**config.mk**
```make
export PLATFORM = sky130hd
export DESIGN_NAME = cop_fsm
export DESIGN_NICKNAME = d
export VERILOG_FILES = /design/src/core/cop_pkg.sv /design/src/core/cop_fsm.sv
export VERILOG_INCLUDE_DIRS = /design/src /design/src/core
export SDC_FILE = /design/constraint.sdc
export NUM_CORES = 1
export LEC_CHECK = 0
export ABC_CLOCK_PERIOD_IN_PS = 1590
export BUFFER_PORTS_ARGS = -buffer_cell sky130_fd_sc_hd__buf_2
export CAP_MARGIN = 20
export CORE_AREA = 5 5 80 64
export DETAILED_ROUTE_END_ITERATION = 6
export DIE_AREA = 0 0 85 69
export MAX_ROUTING_LAYER = met4
export SLEW_MARGIN = 10
export SYNTH_ARGS = -nofsm -noshare
export SYNTH_HDL_FRONTEND = slang
export SYNTH_SLANG_ARGS = --single-unit
```
**constraint.sdc**
```tcl
create_clock -name CLOCK -period 1.59 [get_ports CLOCK]
set_input_delay 0.2385 -clock CLOCK [delete_from_list [all_inputs] [get_ports CLOCK]]
set_output_delay 0.2385 -clock CLOCK [all_outputs]
set_load 0.01 [all_outputs]
```
**src/core/cop_params.svh**
```systemverilog
// Constants for the cell overcharge protection state logic.
// Assumes a 20 MHz system clock and comparator inputs already synchronous.
`ifndef COP_PARAMS_SVH
`define COP_PARAMS_SVH

// ****************************************
// Timing
// ****************************************
`define COP_CLK_HZ            20000000
`define COP_OSC_HZ            8000
// Oscillator tick period in system clocks (20 MHz / 8 kHz)
`define COP_OSC_DIV           (`COP_CLK_HZ / `COP_OSC_HZ)
// Overcharge delay in milliseconds, nominal 1.0 s
`define COP_OVCHG_DELAY_MS    1000
// Oscillator ticks making up the overcharge delay
`define COP_OVCHG_TICKS       ((`COP_OVCHG_DELAY_MS * `COP_OSC_HZ) / 1000)
`define COP_DIV_W             12
`define COP_TICK_W            14

`endif

```
**src/core/cop_pkg.sv**
```systemverilog
// Types for the cell overcharge protection state logic.
// Assumes cop_params.svh is compiled alongside.
package cop_pkg;

  typedef enum logic [1:0] {
    COP_ST_STARTUP,
    COP_ST_NORMAL,
    COP_ST_OVERCHARGE
  } cop_state_t;

endpackage : cop_pkg

```
**src/core/cop_fsm.sv**
```systemverilog
// Overview of operation
// - Normal status enables both charge and discharge switches.
// - Voltage above overcharge threshold for full delay disables charging, enters overcharge.
// - In overcharge, both sense pin resistors are disconnected.
// - Sense in normal window: release when voltage falls below release threshold.
// - Load attached: release when voltage falls below detect threshold.
// - Startup keeps discharge off until sense pin enters normal window.
// - Discharge overcurrent and short detection held off above overcharge threshold.
// - Charger attached: hold overcharge until sense pin rises above charge threshold.
// - Delays counted in ticks of an 8 kHz internal oscillator.
// - Overcharge detection delay is nominally one second.
//
// Protection state machine; comparator inputs are synchronous levels from
// the analog front end. The startup, normal and overcharge statuses are all covered.
`timescale 1ns/1ps
`include "cop_params.svh"

module cop_fsm #(
  // Tick period in clocks; only a simulation may shorten it
  parameter int OSC_DIV = `COP_OSC_DIV
) (
  input  wire logic CLOCK,
  input  wire logic RSTN,
  input  wire logic ABOVE_OVCHG_DETECT,     // Battery above overcharge detect threshold
  input  wire logic BELOW_OVCHG_RELEASE,    // Battery below overcharge release threshold
  input  wire logic ABOVE_OVDCHG_DETECT,    // Battery above over-discharge threshold
  input  wire logic SENSE_GE_CHG_OC,        // Load sense pin at/above charge OC threshold
  input  wire logic SENSE_GE_DCHG_OC,       // Load sense pin at/above discharge OC threshold
  output logic      CHARGE_EN,
  output logic      DISCHARGE_EN,
  output logic      PULLUP_EN,
  output logic      PULLDOWN_EN,
  output logic      DCHG_OC_DETECT_EN,
  output logic      IN_OVERCHARGE
);

  // ****************************************
  // Oscillator tick and delay counter
  // ****************************************
  logic [`COP_DIV_W-1:0]  div_ff;
  logic                   tick_ff;
  logic [`COP_TICK_W-1:0] dly_ff;
  logic                   armed_ff;
  cop_pkg::cop_state_t    state_ff;
  cop_pkg::cop_state_t    nxt_state;

  function automatic logic in_window(input logic ge_chg, input logic ge_dchg);
    in_window = ge_chg && !ge_dchg;
  endfunction : in_window

  logic normal_ok;
  logic dly_done;
  assign normal_ok = ABOVE_OVDCHG_DETECT && !ABOVE_OVCHG_DETECT
                     && in_window(SENSE_GE_CHG_OC, SENSE_GE_DCHG_OC);
  assign dly_done  = tick_ff && (dly_ff == `COP_TICK_W'(`COP_OVCHG_TICKS - 1));

  // Stand-in for the slow on-chip oscillator: a divided system clock
  always_ff @(posedge CLOCK or negedge RSTN) begin
    if (!RSTN) begin
      div_ff  <= '0;
      tick_ff <= 1'b0;
    end else if (div_ff == `COP_DIV_W'(OSC_DIV - 1)) begin
      div_ff  <= '0;
      tick_ff <= 1'b1;
    end else begin
      div_ff  <= div_ff + `COP_DIV_W'(1);
      tick_ff <= 1'b0;
    end
  end

  // Counts only while the excursion is continuous
  always_ff @(posedge CLOCK or negedge RSTN) begin
    if (!RSTN) begin
      dly_ff   <= '0;
      armed_ff <= 1'b0;
    end else if (state_ff != cop_pkg::COP_ST_NORMAL || !ABOVE_OVCHG_DETECT) begin
      dly_ff   <= '0;
      armed_ff <= 1'b0;
    end else begin
      armed_ff <= 1'b1;
      if (tick_ff && armed_ff) begin
        dly_ff <= dly_ff + `COP_TICK_W'(1);
      end
    end
  end

  // ****************************************
  // Status machine
  // ****************************************
  always_comb begin
    nxt_state = state_ff;
    case (state_ff)
      cop_pkg::COP_ST_STARTUP: begin
        if (normal_ok) begin
          nxt_state = cop_pkg::COP_ST_NORMAL;
        end
      end
      cop_pkg::COP_ST_NORMAL: begin
        if (armed_ff && ABOVE_OVCHG_DETECT && dly_done) begin
          nxt_state = cop_pkg::COP_ST_OVERCHARGE;
        end
      end
      cop_pkg::COP_ST_OVERCHARGE: begin
        // Charger pulls sense below charge OC: hold regardless of voltage
        if (!SENSE_GE_CHG_OC) begin
          nxt_state = cop_pkg::COP_ST_OVERCHARGE;
        end else if (SENSE_GE_DCHG_OC) begin
          if (!ABOVE_OVCHG_DETECT) begin
            nxt_state = cop_pkg::COP_ST_NORMAL;
          end
        end else if (BELOW_OVCHG_RELEASE) begin
          nxt_state = cop_pkg::COP_ST_NORMAL;
        end
      end
      default: nxt_state = cop_pkg::COP_ST_STARTUP;
    endcase
  end

  always_ff @(posedge CLOCK or negedge RSTN) begin
    if (!RSTN) begin
      state_ff <= cop_pkg::COP_ST_STARTUP;
    end else begin
      state_ff <= nxt_state;
    end
  end

  // ****************************************
  // Switch and resistor enables, registered
  // ****************************************
  always_ff @(posedge CLOCK or negedge RSTN) begin
    if (!RSTN) begin
      CHARGE_EN     <= 1'b0;
      DISCHARGE_EN  <= 1'b0;
      PULLUP_EN     <= 1'b0;
      PULLDOWN_EN   <= 1'b0;
      IN_OVERCHARGE <= 1'b0;
    end else begin
      CHARGE_EN     <= (nxt_state == cop_pkg::COP_ST_NORMAL);
      DISCHARGE_EN  <= (nxt_state != cop_pkg::COP_ST_STARTUP);
      // Both sense resistors left floating in overcharge
      PULLUP_EN     <= 1'b0;
      PULLDOWN_EN   <= 1'b0;
      IN_OVERCHARGE <= (nxt_state == cop_pkg::COP_ST_OVERCHARGE);
    end
  end

  // Heavy load cannot trip overcurrent while the cell sits above threshold
  always_ff @(posedge CLOCK or negedge RSTN) begin
    if (!RSTN) begin
      DCHG_OC_DETECT_EN <= 1'b0;
    end else begin
      DCHG_OC_DETECT_EN <= !ABOVE_OVCHG_DETECT;
    end
  end
endmodule : cop_fsm

```
==> flow_metrics.py <==
metrics = {
    "synth": {
        "synthFlopType": "dfrtp_1",
        "post-synth-top-count-cell": "dfrtp_1",
        "ys_seq_area_frac": 0.5243,
        "synth_common_cells": "dfrtp_1, nor2_1, nand3_1, xnor2_1, nand2_1",
        "synth_warnings": 0,
        "syn_avg_cell_area_sq_um": 10.47,
        "ys_async_sr_fraction": 1.000,
        "yosys.area_share.adder": 0.01542,
        "yosys.area.top_type": "dfrtp_1",
        "synth-seq-cells": 34,
        "yosysTopAreaCellShare": 0.5243,
        "synth_xor_xnor_area_share": 0.1025,
        "yosys.cell_types.count": 37,
        "syn_area_sq_um": 1623,
        "synth.top_cells.by_area": "dfrtp_1, xnor2_1, nand3_1",
        "yosys-mux-area-fraction": 0.01311,
        "syn_inst": 155,
        "yosys.area_share.simple": 0.2174,
        "synth_top_family_by_area": "simple AND/OR/NAND/NOR gates",
        "synth-compound-area-share": 0.09252,
        "synth_edf_count": 0,
    },
    "status": {
        "status": "completed",
    },
    "grt": {
        "grt_pass1_vias": 1149,
        "antenna_found_initial": 0,
        "overflow": 0,
        "met2_usage": 0.1483,
        "grt_util_met1": 0.1441,
        "grt_pass1_wl_mm": 5.175,
        "grt.met3_usage": 0.05000,
        "grt_max_degree": 35,
        "grt_util_all_layers": 0.1123,
        "busiest_layer": "met2",
    },
    "timing": {
        "min_period_ps": 1487,
        "drv_slew": 0,
        "hold_viol": 0,
        "fin_hold_ws_ps": 229.2,
        "setup_viol": 0,
        "setup_tns_ps": 0,
        "rsz0062_at_grt": "false",
        "clock_skew_ps": 10.13,
        "layout_setup_ws_ps": 103.3,
        "period_share": 0.9350,
        "fmax_mhz": 672.6,
    },
    "setup_path": {
        "path_max_fanout": 5,
        "timing.rr.start": "dly_ff[2]$_DFFE_PN0P_",
        "worst-r2r-setup-slack_ps": 100,
        "path_cells": "nand3_1, a211oi_4, a31oi_1, a41o_1",
        "crit_end": "dly_ff[9]$_DFFE_PN0P_",
        "worstSetupPathType": "reg2reg",
        "cpMaxStageDelayCell": "dfrtp_1",
        "required_ps": 1760,
        "critPathTopFamily": "compound AO/OA/AOI/OAI gates",
        "startpoint": "dly_ff[2]$_DFFE_PN0P_",
        "start_kind": "register",
        "crit_cells": 4,
        "crit_buf_inv": 0,
        "ff2ff_path_depth": 4,
        "critPathMaxStageDelay_ps": 410,
        "end_kind": "register",
        "timing.rr.end": "dly_ff[9]$_DFFE_PN0P_",
        "worstPathArrival_ps": 1660,
    },
    "final_layout": {
        "drive_gt1_frac": 0.1908,
        "reg.largest.list": "dly_ff (14), div_ff (12), state_ff (2)",
        "largest_reg_flops": 14,
        "final_cells": 230,
        "insertedDiodeCount": 0,
        "final_core_util": 0.4356,
        "nFillCells": 412,
        "fin_area_sq_um": 1854,
        "syn2layout_area_growth_pct": 14.26,
        "multi_input_area_sq_um": 729.5,
        "nets": 181,
        "seq_area_sq_um": 850.8,
        "top_register": "dly_ff",
    },
    "min_path": {
        "hold_class": "in2reg",
    },
    "cts": {
        "clk_pin_slew_ps": 70,
        "cts.sink_count": 34,
        "clock_latency_ps": 280,
        "htree_num_levels": 2,
        "root_buffer": "clkbuf_8",
        "cts_buffer_depth": 2,
        "cts_inserted_buffers": 5,
        "cts_tree": "done",
    },
    "pwr": {
        "seqPwrFrac": 0.536,
        "p_sw_frac": 0.2359,
        "power.total_mw": 1.684,
        "p_int_mw": 1.287,
        "irDropWorstVdd_v": 0.0003400,
        "p_leak_nw": 0.7939,
        "p_switching_mw": 0.3973,
        "p_clk_frac": 0.381,
        "power_frac_comb": 0.083,
        "power_per_cell_area_nw_per_um2": 908.4,
    },
    "floorplanning": {
        "rows": 21,
        "die_h_um": 69,
        "dieArea_sq_um": 5865,
        "die_w_um": 85,
        "start_util": 0.3812,
        "ios": 13,
        "core_area_sq_um": 4257,
    },
    "place": {
        "port_buffers": 10,
        "globalplace.congestion": 0.9007,
        "post-dp-hpwl_mm": 2.114,
        "place_area_sq_um": 1747,
        "placed_cells": 221,
        "dpl_worst_slack_ps": 67.02,
    },
    "drt": {
        "avgViaCountPerCell": 5.013,
        "vias": 1153,
        "drc_errors": 0,
        "drtAntennaViolNets": 0,
        "first_pass_iters": 4,
        "drtIter0Drc": 55,
        "routed_wl_mm": 2.929,
        "routedWlPerCell_um": 12.73,
    },
    "run": {
        "maxCapViolCount": 0,
    },
}
[worst min-delay path by stage]
stage / from / endpoint / slack (ps) / cells past startpoint
after global placement: RSTN / DISCHARGE_EN$_DFF_PN0_ / 290 / 2
after detailed placement: RSTN / div_ff[3]$_DFF_PN0_ / 290 / 2
after CTS: ABOVE_OVCHG_DETECT / DCHG_OC_DETECT_EN$_DFF_PN0_ / 220 / 2
after global routing: ABOVE_OVCHG_DETECT / DCHG_OC_DETECT_EN$_DFF_PN0_ / 250 / 2
final: ABOVE_OVCHG_DETECT / DCHG_OC_DETECT_EN$_DFF_PN0_ / 230 / 2
after floorplan: RSTN / CHARGE_EN$_DFF_PN0_ / -60 / 0
[repair_timing]
item	in CTS	in global routing
endpoints found under the setup margin	0	7
endpoints found under the hold margin	28	0
hold buffers	1	0
setup buffers	0	0
gates resized for setup	0	1
[worst reg2reg max path, stage by stage, from the launching register on]
cell	delay, ps
dfrtp_1	410
nand3_1	250
a211oi_4	380
a31oi_1	140
a41o_1	220
[layer usage]
| layer | part of all wire | vias to the layer above | routed length [um] |
|---|---|---|---|
| li1 | - | 570 | - |
| met1 | 0.48 | 550 | 1406 |
| met2 | 0.43 | 24 | 1260 |
| met3 | 0.067 | 9 | 195 |
| met4 | 0.023 | 0 | 68 |
| met5 | 0 | - | 0 |
[layout make-up]
| cell class | count | share of cell area |
|---|---|---|
| Clock buffer | 7 | 0.04656 |
| Tap cell | 57 | 0.03846 |
| Multi-Input combinational cell | 111 | 0.3934 |
| Inverter | 5 | 0.01147 |
| Clock inverter | 1 | 0.002699 |
| Sequential cell | 34 | 0.4588 |
| Timing Repair Buffer | 15 | 0.04858 |
[power by group through the flow]
stage | clock (mW) | sequential [mW] | combinational [mW]
3_3_place_gp | 0 | 0.918 | 0.141
6_report | 0.642 | 0.903 | 0.140
4_1_cts | 0.671 | 0.903 | 0.145
3_5_place_dp | 0 | 0.919 | 0.142
2_1_floorplan | 0 | 0.920 | 0.0775
5_1_grt | 0.700 | 0.905 | 0.158
[cells by family (layout without fill, tap and decap cells)]
kind of cell	Yosys count	after routing
xor gates and xnor gates	19	19
adders and majority gates	2	2
and+or+nand+nor	68	68
muxes	2	2
other	1	2
AOI/OAI and AO/OA	18	18
DFF	34	34
buffers and inverters	11	28
[placed cells by master (no fill, tap or decap), types with 2 or more instances in the layout]
| master | instances |
|---|---|
| nor2_1 | 20 |
| a2111oi_2 | 2 |
| o22ai_1 | 2 |
| ha_1 | 2 |
| nor3_1 | 3 |
| xnor2_1 | 15 |
| a31oi_1 | 2 |
| nand4_1 | 3 |
| a21oi_1 | 4 |
| conb_1 | 2 |
| dfrtp_1 | 34 |
| clkbuf_8 | 6 |
| nand2_1 | 9 |
| inv_1 | 3 |
| a211oi_1 | 2 |
| buf_4 | 4 |
| nor4_1 | 3 |
| buf_2 | 10 |
| and3_1 | 7 |
| nand3_1 | 15 |
| a31o_2 | 2 |
| xor2_1 | 4 |
Power figures use the tool's default switching activity.
